File: config.mk
export PLATFORM = sky130hd
export DESIGN_NAME = hwrt_halt_wake_reset
export DESIGN_NICKNAME = d
export VERILOG_FILES = /design/src/hwrt_pkg.sv /design/src/hwrt_wake_sync.sv /design/src/hwrt_halt_wake_reset.sv
export SDC_FILE = /design/constraint.sdc
export NUM_CORES = 1
export LEC_CHECK = 0
export BUFFER_PORTS_ARGS = -buffer_cell sky130_fd_sc_hd__buf_2
export CELL_PAD_IN_SITES_DETAIL_PLACEMENT = 1
export CELL_PAD_IN_SITES_GLOBAL_PLACEMENT = 1
export CORE_MARGIN = 2
export CORE_UTILIZATION = 36
export CTS_CLUSTER_DIAMETER = 100
export CTS_CLUSTER_SIZE = 40
export DETAILED_ROUTE_END_ITERATION = 7
export PLACE_DENSITY = 0.84
export RECOVER_POWER = 25
export SLEW_MARGIN = 20
export SYNTH_ARGS = -nofsm -noshare
export SYNTH_HDL_FRONTEND = slang
export SYNTH_SLANG_ARGS = --single-unit
File: constraint.sdc
create_clock -name ref_clk -period 2.3 [get_ports ref_clk]
set_input_delay 0.115 -clock ref_clk [delete_from_list [all_inputs] [get_ports ref_clk]]
set_output_delay 0.115 -clock ref_clk [all_outputs]
set_load 0.1 [all_outputs]
File: src/hwrt_pkg.sv
// Constants, encodings and the state type shared by the halt, wake-up,
// reset and timebase block and its port-wake synchroniser.
// Assumes a single 40 MHz system clock and a slow timing tick.
package hwrt_pkg;
	// Start-up delay: system clock periods, one ref_clk cycle per period.
	localparam int unsigned SST_PERIODS = 1024;
	localparam int unsigned CLK_PER_PERIOD = 1;
	localparam int unsigned SST_CYCLES = SST_PERIODS * CLK_PER_PERIOD;
	localparam logic [10:0] SST_LOAD = 11'(SST_CYCLES - 1);
	// Interrupt call is held off this many cycles after a wake.
	localparam logic [1:0] CALL_HOLD = 2'h2;
	// Build-time options.
	localparam logic [3:0] TB_EXP = 4'hC;
	localparam int WDT_EXP = 15;
	localparam logic [7:0] PA_WAKE_EN = 8'hFF;
	localparam logic SYS_OSC_32K = 1'b0;
	localparam logic LCD_SLOW_SRC = 1'b1;
	// Register indices; the byte address is four times the index.
	localparam logic [5:0] IDX_RTC_CONTROL = 6'h09;
	localparam logic [5:0] IDX_INTERRUPT_CONTROL_ONE = 6'h1E;
	localparam logic [5:0] IDX_CMD = 6'h20;
	localparam logic [5:0] IDX_STAT = 6'h21;
	localparam logic [7:0] ADDR_RTC_CONTROL = {IDX_RTC_CONTROL, 2'h0};
	localparam logic [7:0] ADDR_INTERRUPT_CONTROL_ONE = {IDX_INTERRUPT_CONTROL_ONE, 2'h0};
	localparam logic [7:0] ADDR_CMD = {IDX_CMD, 2'h0};
	localparam logic [7:0] ADDR_STAT = {IDX_STAT, 2'h0};
	// Field positions and reset values.
	localparam int INTERRUPT_CONTROL_ONE_ETBI = 1;
	localparam int INTERRUPT_CONTROL_ONE_ERTI = 2;
	localparam int INTERRUPT_CONTROL_ONE_TBF = 5;
	localparam int INTERRUPT_CONTROL_ONE_RTF = 6;
	localparam logic [7:0] INTERRUPT_CONTROL_ONE_MASK = 8'h77;
	localparam logic [7:0] INTERRUPT_CONTROL_ONE_RST = 8'h00;
	localparam logic [7:0] RTC_CONTROL_MASK = 8'h3F;
	localparam logic [7:0] RTC_CONTROL_RST = 8'h07;
	localparam int CMD_HALT = 0;
	localparam int CMD_CLRWDT = 1;
	localparam int STAT_TO = 0;
	localparam int STAT_PDF = 1;
	localparam int STAT_HALT = 2;
	localparam int STAT_SST = 3;
	localparam logic [7:0] VEC_TB = 8'h14;
	localparam logic [7:0] VEC_RTC = 8'h18;
	localparam logic [1:0] RESP_OKAY = 2'h0;
	localparam logic [1:0] RESP_SLVERR = 2'h2;
	localparam logic [2:0] SEL_NONE = 3'h0;
	localparam logic [2:0] SEL_RTC_CONTROL = 3'h1;
	localparam logic [2:0] SEL_INTERRUPT_CONTROL_ONE = 3'h2;
	localparam logic [2:0] SEL_CMD = 3'h3;
	localparam logic [2:0] SEL_STAT = 3'h4;
	typedef enum logic [1:0] {ST_RUN, ST_HALT, ST_SST} hwrt_state_t;
endpackage : hwrt_pkg

File: src/hwrt_wake_sync.sv
// Port A falling-edge wake detector with a two-stage synchroniser.
// Assumes pins are asynchronous and idle high; one ref_clk domain.
`timescale 1ns/1ps
`default_nettype none
module hwrt_wake_sync (
	input wire logic ref_clk,
	input wire logic srst,
	input wire logic [7:0] pinIn,
	output logic wakeEdge
);
	import hwrt_pkg::*;

	logic [7:0] stage1_reg;
	logic [7:0] stage2_reg;
	logic [7:0] stage3_reg;
	logic [7:0] fall;
	logic wake_next;

	// Each pin has its own enable; edge taken past the second stage.
	for (genvar i = 0; i < 8; i++) begin : g_bit
		assign fall[i] = PA_WAKE_EN[i] & stage3_reg[i] & ~stage2_reg[i];
	end

	// Any enabled falling edge requests a wake.
	always_comb begin
		wake_next = |fall;
	end

	// The first stage feeds only the second, so metastability stays put.
	always_ff @(posedge ref_clk) begin
		if (srst) begin
			stage1_reg <= 8'hFF;
			stage2_reg <= 8'hFF;
			stage3_reg <= 8'hFF;
			wakeEdge <= 1'b0;
		end else begin
			stage1_reg <= pinIn;
			stage2_reg <= stage1_reg;
			stage3_reg <= stage2_reg;
			wakeEdge <= wake_next;
		end
	end
endmodule : hwrt_wake_sync
`default_nettype wire

File: src/hwrt_halt_wake_reset.sv
// Halt, wake-up and reset sequencer with the timebase and RTC divider.
// Assumes an AXI4-Lite master, a CPU that obeys cpuRun and the reset
// pulses, and slowTick as a one-cycle enable from the slow oscillator.
//
// Local design decision: the AXI4-Lite slave port.
`timescale 1ns/1ps
`default_nettype none
// Behaviour
// - Timebase period is build option 2^12..2^15.
// - Timebase timeout sets flag, calls 14H.
// - Three-bit field selects RTC divide 2^8..2^15.
// - RTC timeout sets flag, calls 18H.
// - Halt stops system oscillator, slow keeps running.
// - Halt keeps RAM, registers and port states.
// - Halt entry clears and restarts watchdog.
// - Halt sets power-down flag, clears timeout.
// - Power-up, clear-watchdog clear POWER_DOWN_FLAG; overflow sets TO.
// - Reset, interrupt, port edge, watchdog leave halt.
// - Each port A bit has wake enable.
// - Watchdog wake is warm reset, sets TO.
// - Port wake resumes at next instruction.
// - Interrupt wake calls only if enabled, stack free.
// - Flag set before halt cannot wake.
// - 1024-cycle start-up delay on wake, power-up.
// - Next instruction immediate; call delayed beyond one cycle.
// - TO and POWER_DOWN_FLAG encode the reset cause.
// - Chip reset clears PC, interrupts, ports, stack.
// - Chip reset clears counters; watchdog restarts.
// - LCD clock runs in halt from slow source.
// - Request flags stay until serviced or cleared.
// - Slow crystal system clock keeps running in halt.
module hwrt_halt_wake_reset (
	input wire logic ref_clk,
	input wire logic srst,
	input wire logic externalResetPinN,
	input wire logic [7:0] portAPins,
	input wire logic extIrqEvent,
	input wire logic globalIrqEn,
	input wire logic stackFull,
	input wire logic slowTick,
	input wire logic [7:0] s_axi_awaddr,
	input wire logic s_axi_awvalid,
	output logic s_axi_awready,
	input wire logic [31:0] s_axi_wdata,
	input wire logic [3:0] s_axi_wstrb,
	input wire logic s_axi_wvalid,
	output logic s_axi_wready,
	output logic [1:0] s_axi_bresp,
	output logic s_axi_bvalid,
	input wire logic s_axi_bready,
	input wire logic [7:0] s_axi_araddr,
	input wire logic s_axi_arvalid,
	output logic s_axi_arready,
	output logic [31:0] s_axi_rdata,
	output logic [1:0] s_axi_rresp,
	output logic s_axi_rvalid,
	input wire logic s_axi_rready,
	output logic sysOscRun,
	output logic lcdClkRun,
	output logic cpuRun,
	output logic ioHold,
	output logic chipReset,
	output logic warmReset,
	output logic resumeNext,
	output logic irqCall,
	output logic [7:0] irqVector
);
	import hwrt_pkg::*;

	// Maps a byte address to a register select; shared by both paths.
	function automatic logic [2:0] regSel(input logic [7:0] a);
		case (a)
			ADDR_RTC_CONTROL: regSel = SEL_RTC_CONTROL;
			ADDR_INTERRUPT_CONTROL_ONE: regSel = SEL_INTERRUPT_CONTROL_ONE;
			ADDR_CMD: regSel = SEL_CMD;
			ADDR_STAT: regSel = SEL_STAT;
			default: regSel = SEL_NONE;
		endcase
	endfunction : regSel

	// True on the divider count where the low e bits are all ones.
	function automatic logic divHit(input logic [14:0] d,
			input logic [3:0] e);
		logic [15:0] m;
		m = (16'h0001 << e) - 16'h0001;
		divHit = &(d | ~m[14:0]);
	endfunction : divHit

	// Bus state.
	logic awHeld_reg, awHeld_next, wHeld_reg, wHeld_next;
	logic [7:0] awAddr_reg, awAddr_next;
	logic [7:0] wData_reg, wData_next;
	logic wEn_reg, wEn_next;
	logic bvalid_reg, bvalid_next, rvalid_reg, rvalid_next;
	logic [1:0] bresp_reg, bresp_next, rresp_reg, rresp_next;
	logic [31:0] rdata_reg, rdata_next;
	logic [2:0] wrSel, rdSel;
	logic wrFire, wrEn;
	logic [31:0] statWord;

	// Core state.
	hwrt_state_t state_reg, state_next;
	logic [10:0] sstCnt_reg, sstCnt_next;
	logic [WDT_EXP-1:0] wdt_reg, wdt_next;
	logic [14:0] div_reg, div_next;
	logic to_reg, to_next, pdf_reg, pdf_next;
	logic [7:0] rtc_control_reg, rtc_control_next, intc_reg, intc_next;
	logic chipRst_reg, chipRst_next, warmRst_reg, warmRst_next;
	logic call_reg, call_next, resume_reg, resume_next;
	logic [7:0] vec_reg, vec_next;
	logic irqWake_reg, irqWake_next;
	logic [1:0] hold_reg, hold_next;

	logic paWake, resetEvt, wdtOvf, tbSet, rtcSet, irqTaken;
	logic haltCmd, clrCmd, canCall, wakeAny;
	logic tbFresh, rtcFresh;

	hwrt_wake_sync u_wake (
		.ref_clk(ref_clk),
		.srst(srst),
		.pinIn(portAPins),
		.wakeEdge(paWake)
	);

	// Event decode; timers run on the slow tick, so also during halt.
	assign resetEvt = ~externalResetPinN;
	assign wdtOvf = slowTick & (&wdt_reg);
	assign tbSet = slowTick & divHit(div_reg, TB_EXP);
	assign rtcSet = slowTick & divHit(div_reg, {1'b1, rtc_control_reg[2:0]});
	// A timeout is fresh only while its flag is still clear.
	assign tbFresh = tbSet & ~intc_reg[INTERRUPT_CONTROL_ONE_TBF];
	assign rtcFresh = rtcSet & ~intc_reg[INTERRUPT_CONTROL_ONE_RTF];
	assign irqTaken = ((tbFresh & intc_reg[INTERRUPT_CONTROL_ONE_ETBI])
		| (rtcFresh & intc_reg[INTERRUPT_CONTROL_ONE_ERTI])) & globalIrqEn & ~stackFull;
	// Only fresh events wake; a flag left pending from before is ignored.
	assign wakeAny = paWake | extIrqEvent | tbFresh | rtcFresh;
	assign wrSel = regSel(awAddr_reg);
	assign rdSel = regSel(s_axi_araddr);
	assign wrFire = awHeld_reg & wHeld_reg & ~bvalid_reg;
	assign wrEn = wrFire & wEn_reg;
	assign haltCmd = wrEn && wrSel == SEL_CMD && wData_reg[CMD_HALT];
	assign clrCmd = wrEn && wrSel == SEL_CMD && wData_reg[CMD_CLRWDT];
	assign canCall = state_reg == ST_RUN && hold_reg == 2'h0
		&& globalIrqEn && !stackFull;

	// Handshake outputs are decoded from the holding flags.
	assign s_axi_awready = ~awHeld_reg & ~bvalid_reg;
	assign s_axi_wready = ~wHeld_reg & ~bvalid_reg;
	assign s_axi_arready = ~rvalid_reg;
	assign s_axi_bvalid = bvalid_reg;
	assign s_axi_bresp = bresp_reg;
	assign s_axi_rvalid = rvalid_reg;
	assign s_axi_rdata = rdata_reg;
	assign s_axi_rresp = rresp_reg;

	// Oscillator, LCD and port-hold controls follow the state.
	assign sysOscRun = (state_reg != ST_HALT) | SYS_OSC_32K;
	assign lcdClkRun = (state_reg != ST_HALT) | LCD_SLOW_SRC;
	assign ioHold = state_reg == ST_HALT;
	assign cpuRun = state_reg == ST_RUN;
	assign chipReset = chipRst_reg;
	assign warmReset = warmRst_reg;
	assign resumeNext = resume_reg;
	assign irqCall = call_reg;
	assign irqVector = vec_reg;

	// Status word gathers flags and sequencer state for reads.
	always_comb begin
		statWord = 32'h0000_0000;
		statWord[STAT_TO] = to_reg;
		statWord[STAT_PDF] = pdf_reg;
		statWord[STAT_HALT] = state_reg == ST_HALT;
		statWord[STAT_SST] = state_reg == ST_SST;
	end

	// Bus slave: address and data in either order, one write answer.
	always_comb begin
		awHeld_next = awHeld_reg;
		awAddr_next = awAddr_reg;
		wHeld_next = wHeld_reg;
		wData_next = wData_reg;
		wEn_next = wEn_reg;
		bvalid_next = bvalid_reg;
		bresp_next = bresp_reg;
		rvalid_next = rvalid_reg;
		rresp_next = rresp_reg;
		rdata_next = rdata_reg;
		if (s_axi_awvalid && s_axi_awready) begin
			awHeld_next = 1'b1;
			awAddr_next = s_axi_awaddr;
		end
		// Registers are one byte wide, so only lane 0 matters.
		if (s_axi_wvalid && s_axi_wready) begin
			wHeld_next = 1'b1;
			wData_next = s_axi_wdata[7:0];
			wEn_next = s_axi_wstrb[0];
		end
		if (wrFire) begin
			awHeld_next = 1'b0;
			wHeld_next = 1'b0;
			bvalid_next = 1'b1;
			bresp_next = (wrSel == SEL_NONE) ? RESP_SLVERR : RESP_OKAY;
		end
		if (bvalid_reg && s_axi_bready) begin
			bvalid_next = 1'b0;
		end
		if (rvalid_reg && s_axi_rready) begin
			rvalid_next = 1'b0;
		end
		if (s_axi_arvalid && s_axi_arready) begin
			rvalid_next = 1'b1;
			rresp_next = RESP_OKAY;
			case (rdSel)
				SEL_RTC_CONTROL: rdata_next = 32'(rtc_control_reg);
				SEL_INTERRUPT_CONTROL_ONE: rdata_next = 32'(intc_reg);
				SEL_CMD: rdata_next = 32'h0000_0000;
				SEL_STAT: rdata_next = statWord;
				default: begin
					rdata_next = 32'h0000_0000;
					rresp_next = RESP_SLVERR;
				end
			endcase
		end
	end

	always_ff @(posedge ref_clk) begin
		if (srst) begin
			awHeld_reg <= 1'b0;
			awAddr_reg <= 8'h00;
			wHeld_reg <= 1'b0;
			wData_reg <= 8'h00;
			wEn_reg <= 1'b0;
			bvalid_reg <= 1'b0;
			bresp_reg <= RESP_OKAY;
			rvalid_reg <= 1'b0;
			rresp_reg <= RESP_OKAY;
			rdata_reg <= 32'h0000_0000;
		end else begin
			awHeld_reg <= awHeld_next;
			awAddr_reg <= awAddr_next;
			wHeld_reg <= wHeld_next;
			wData_reg <= wData_next;
			wEn_reg <= wEn_next;
			bvalid_reg <= bvalid_next;
			bresp_reg <= bresp_next;
			rvalid_reg <= rvalid_next;
			rresp_reg <= rresp_next;
			rdata_reg <= rdata_next;
		end
	end

	// Sequencer, counters and flags. Hardware sets are applied after all but chip reset so
	// that an event in the cycle of a clear or a service is never lost.
	always_comb begin
		state_next = state_reg;
		sstCnt_next = sstCnt_reg;
		wdt_next = wdt_reg;
		div_next = div_reg;
		to_next = to_reg;
		pdf_next = pdf_reg;
		rtc_control_next = rtc_control_reg;
		intc_next = intc_reg;
		chipRst_next = 1'b0;
		warmRst_next = 1'b0;
		call_next = 1'b0;
		resume_next = 1'b0;
		vec_next = vec_reg;
		irqWake_next = irqWake_reg;
		hold_next = (hold_reg != 2'h0) ? hold_reg - 2'h1 : 2'h0;
		if (slowTick) begin
			wdt_next = wdt_reg + 1'b1;
			div_next = div_reg + 15'h0001;
		end
		if (wrEn && wrSel == SEL_RTC_CONTROL) begin
			rtc_control_next = wData_reg & RTC_CONTROL_MASK;
		end
		if (wrEn && wrSel == SEL_INTERRUPT_CONTROL_ONE) begin
			intc_next = wData_reg & INTERRUPT_CONTROL_ONE_MASK;
		end
		if (clrCmd) begin
			wdt_next = '0;
			pdf_next = 1'b0;
		end
		// Service clears the flag; timebase has the higher priority.
		if (canCall && intc_reg[INTERRUPT_CONTROL_ONE_TBF] && intc_reg[INTERRUPT_CONTROL_ONE_ETBI]) begin
			call_next = 1'b1;
			vec_next = VEC_TB;
			intc_next[INTERRUPT_CONTROL_ONE_TBF] = 1'b0;
		end else if (canCall && intc_reg[INTERRUPT_CONTROL_ONE_RTF]
				&& intc_reg[INTERRUPT_CONTROL_ONE_ERTI]) begin
			call_next = 1'b1;
			vec_next = VEC_RTC;
			intc_next[INTERRUPT_CONTROL_ONE_RTF] = 1'b0;
		end
		case (state_reg)
			ST_RUN: begin
				if (resetEvt) begin
					chipRst_next = 1'b1;
				end else if (wdtOvf) begin
					chipRst_next = 1'b1;
					to_next = 1'b1;
				end else if (haltCmd) begin
					state_next = ST_HALT;
					pdf_next = 1'b1;
					to_next = 1'b0;
					wdt_next = '0;
				end
			end
			ST_HALT: begin
				if (resetEvt) begin
					chipRst_next = 1'b1;
					state_next = ST_SST;
					sstCnt_next = SST_LOAD;
				end else if (wdtOvf) begin
					warmRst_next = 1'b1;
					to_next = 1'b1;
					wdt_next = '0;
					state_next = ST_SST;
					sstCnt_next = SST_LOAD;
				end else if (wakeAny) begin
					irqWake_next = irqTaken;
					state_next = ST_SST;
					sstCnt_next = SST_LOAD;
				end
			end
			ST_SST: begin
				if (resetEvt) begin
					chipRst_next = 1'b1;
				end
				if (sstCnt_reg == 11'h000) begin
					state_next = ST_RUN;
					irqWake_next = 1'b0;
					// Calls wait a few cycles; plain resumes go at once.
					if (irqWake_reg) begin
						hold_next = CALL_HOLD;
					end else begin
						resume_next = 1'b1;
					end
				end else begin
					sstCnt_next = sstCnt_reg - 11'h001;
				end
			end
			default: state_next = ST_RUN;
		endcase
		intc_next[INTERRUPT_CONTROL_ONE_TBF] = intc_next[INTERRUPT_CONTROL_ONE_TBF] | tbSet;
		intc_next[INTERRUPT_CONTROL_ONE_RTF] = intc_next[INTERRUPT_CONTROL_ONE_RTF] | rtcSet;
		// Chip reset wipes the timers, interrupt state and divider choice.
		if (chipRst_next) begin
			wdt_next = '0;
			div_next = 15'h0000;
			rtc_control_next = RTC_CONTROL_RST;
			intc_next = INTERRUPT_CONTROL_ONE_RST;
			call_next = 1'b0;
			irqWake_next = 1'b0;
			hold_next = 2'h0;
		end
	end

	// Power-up lands in the start-up delay with both cause flags low.
	always_ff @(posedge ref_clk) begin
		if (srst) begin
			state_reg <= ST_SST;
			sstCnt_reg <= SST_LOAD;
			wdt_reg <= '0;
			div_reg <= 15'h0000;
			to_reg <= 1'b0;
			pdf_reg <= 1'b0;
			rtc_control_reg <= RTC_CONTROL_RST;
			intc_reg <= INTERRUPT_CONTROL_ONE_RST;
			chipRst_reg <= 1'b0;
			warmRst_reg <= 1'b0;
			call_reg <= 1'b0;
			resume_reg <= 1'b0;
			vec_reg <= 8'h00;
			irqWake_reg <= 1'b0;
			hold_reg <= 2'h0;
		end else begin
			state_reg <= state_next;
			sstCnt_reg <= sstCnt_next;
			wdt_reg <= wdt_next;
			div_reg <= div_next;
			to_reg <= to_next;
			pdf_reg <= pdf_next;
			rtc_control_reg <= rtc_control_next;
			intc_reg <= intc_next;
			chipRst_reg <= chipRst_next;
			warmRst_reg <= warmRst_next;
			call_reg <= call_next;
			resume_reg <= resume_next;
			vec_reg <= vec_next;
			irqWake_reg <= irqWake_next;
			hold_reg <= hold_next;
		end
	end
endmodule : hwrt_halt_wake_reset
`default_nettype wire

==> impl_metrics.csv <==
group,metric,value,unit
status,status,"finished, final reports clean",
timing,slew_viol_final,0,
floorplan,dieHeight,126,um
yosys,synthTopCellsByCount,"dfxtp_1, nor2_1, nand2_1",
cts,cts_buffers,17,
cts,clkTransAtPathRegs,0.05,ns
timing,clock_skew,0.0127,ns
detailed_routing,wirelength,15.8,mm
cts,cts_buffer_depth,2,
worst_setup_path,crit_type,"flip-flop to flip-flop",
worst_setup_path,r2r.worst_path.cells,10,
timing,worst_slew_pin_slew,1.25,ns
yosys,syn_inst,618,
timing,slew_headroom,17.0,%
yosys,synth-async-reset-ratio,0,%
detailed_routing,ant_nets,0,
yosys,yosysMostFrequentCell,"dfxtp_1",
floorplan,rows,44,
timing,finalCritPeriodShare,96.9,%
worst_setup_path,crit_arrival,2.53,ns
placed_design,numPortBuffers,67,
timing,finalHoldViolations,0,
floorplan,initial_core_util,36.8,%
timing,fin_hold_ws,0.0435,ns
hold_path,hold_end,"warmReset",
cts,clock_latency,0.43,ns
grt,grt_pass1_wl,24.9,mm
yosys,synth_area_per_cell,8.65,sq um
hold_path,worstHoldStart,"externalResetPinN",
worst_setup_path,reg2reg_to,"sstCnt_reg[5]",
finish,area_growth,29.0,%
grt,grt_max_degree,33,
hold_path,min_path_cells,3,
grt,grt_util_all_layers,19.8,%
floorplan,dieArea,15800,sq um
finish,finalNetCount,819,
grt,grt.met2_usage,37.1,%
placed_design,gp_congestion,0.793,
detailed_routing,wl_per_cell,16.8,um
worst_setup_path,cp-end-kind,"flip-flop",
timing,fin_tns_setup,0,ns
yosys,synth-seq-cells,121,
detailed_routing,drc_errors,0,
yosys,yosysSeqAreaShare,45.3,%
placed_design,dp_hpwl,9.94,mm
detailed_routing,vias,4833,
timing,max_freq,449,MHz
grt,use_met3,4.93,%
worst_setup_path,r2r_setup_slack,0.07,ns
yosys,ys_warn_count,0,
yosys,synth_edf_count,0,
finish,drive_gt1_share,24.2,%
cts,clockRootBuffer,"clkbuf_16",
floorplan,die-width,126,um
grt,first_global_vias,5079,
worst_setup_path,r2r_start,"div_reg[0]",
yosys,mappedNetlistArea,5350,sq um
hold_path,hold_class,"input pin to flip-flop",
detailed_routing,initialDrtViolationCount,244,
grt,grt-busiest-layer,"met2",
cts,htreeDepth,4,
floorplan,core,14500,sq um
worst_setup_path,startpoint_type,"flip-flop",
worst_setup_path,crit_top_cell,"buf_4",
cts,tritoncts,"built",
timing,setup_viol,0,
worst_setup_path,cp_slowest_cell,"dfxtp_2",
pwr,peakVddDrop,629,uV
timing,layout_min_cycle_time,2.23,ns
yosys,synth_area_leader_cell,"dfxtp_1",
floorplan,pin_count,129,
grt,globalRouteMet1Util,20.9,%
yosys,synth.area.top_cells,"dfxtp_1, nor2_1, buf_4, nand2_1, a21oi_1",
yosys,ys.flop_type,"dfxtp_1",
detailed_routing,vias_per_cell,5.16,
worst_setup_path,cpPeakStageDelay,0.33,ns
grt,antenna_found_initial,0,
yosys,synth_top_area_share,45.3,%
pwr,power.density,843,nW/um^2
cts,clock-sinks,121,
worst_setup_path,path_max_fanout,4,
worst_setup_path,required,2.60,ns
pwr,leakagePower,2.85,nW
worst_setup_path,cp_cell_sequence,"ha_2, buf_4, nand3_1, nor4_4, a211o_1, a21o_1, o221ai_4, or2_4, buf_4, o32a_1",
finish,diodes,0,
detailed_routing,first_pass_iters,4,
grt,grt-ovfl-total,0,
yosys,synth.distinct_cells,58,
job,drv_cap,0,
[report_power, final]
part	switching, W	internal [W]
registers	0.0000609	0.00218
clock network	0.000979	0.00166
logic	0.000684	0.000250
[through the flow]
step | area, sq um | utilization [%] | instances | setup slack [ns] | power (W)
floorplan | 5490 | - | 649 | -0.0837 | 0.00298
global route | 6900 | 47.4 | 936 | -0.0209 | 0.00602
finish | 6900 | 47.4 | 936 | 0.0715 | 0.00581
detailed placement | 5970 | 41.1 | 875 | 0.0555 | 0.00313
CTS | 6810 | 46.9 | 933 | 0.00414 | 0.00577
global placement | 5970 | 41.1 | 875 | 0.109 | 0.00310
[cells in the final DEF, fill, tap and decap left out, types with 21 or more instances in the layout]
cell,count
a21oi_1,36
buf_4,28
inv_1,24
buf_2,63
dlygate4sd3_1,27
nor2_1,74
conb_1,33
or2_2,21
nand2_1,63
nand3_1,23
dfxtp_1,114
[layer usage]
metal  vias to the layer above  share of wire [%]
li1                       2299                  -
met1                      2369                 39
met2                       126                 54
met3                        39                3.9
met4                         0                2.9
met5                         -                  0
[area by class of cell]
| class | instances | area [sq um] |
|---|---|---|
| inverter | 26 | 101 |
| multi-input combinational | 446 | 2690 |
| clock inverter | 8 | 95.1 |
| sequential | 121 | 2430 |
| timing repair buffer | 128 | 875 |
| tap | 184 | 230 |
| fill | 1723 | 7640 |
| clock buffer | 23 | 478 |
[timing repair]
item	in CTS	in global routing
hold buffers	27	0
endpoints found under the setup margin	0	51
hold endpoints to repair	26	0
buffers inserted	0	2
resized for setup	0	24
[kinds of logic after synthesis]
family | after synthesis | synth area share (%)
AND/OR/NAND/NOR | 269 | 25.3
flip-flops | 121 | 45.3
AO/OA/AOI/OAI | 92 | 11.6
buffers and inverters | 82 | 8.26
XOR/XNOR | 28 | 4.59
multiplexers | 17 | 3.18
adder cells (fa/ha/maj) | 7 | 1.64
other | 2 | 0.141
[how the worst max path moves through the flow]
stage | from | to | slack, ns
finish | div_reg[0] | sstCnt_reg[5] | 0.07
floorplan | s_axi_bvalid | awAddr_reg[0] | -0.08
global placement | div_reg[0] | sstCnt_reg[4] | 0.11
detailed placement | wdt_reg[1] | wdt_reg[6] | 0.06
CTS | div_reg[0] | sstCnt_reg[5] | 0.004
global route | div_reg[0] | sstCnt_reg[5] | -0.02
[critical path: cells and delay by family (launching register included)]
| kind | cells | cell delay, ns |
|---|---|---|
| buffers and inverters | 2 | 0.29 |
| and+or+nand+nor | 3 | 0.66 |
| adders and majority gates | 1 | 0.19 |
| AOI/OAI and AO/OA | 4 | 0.65 |
| DFF | 1 | 0.33 |
No activity file was read; power rests on OpenSTA's default activity.
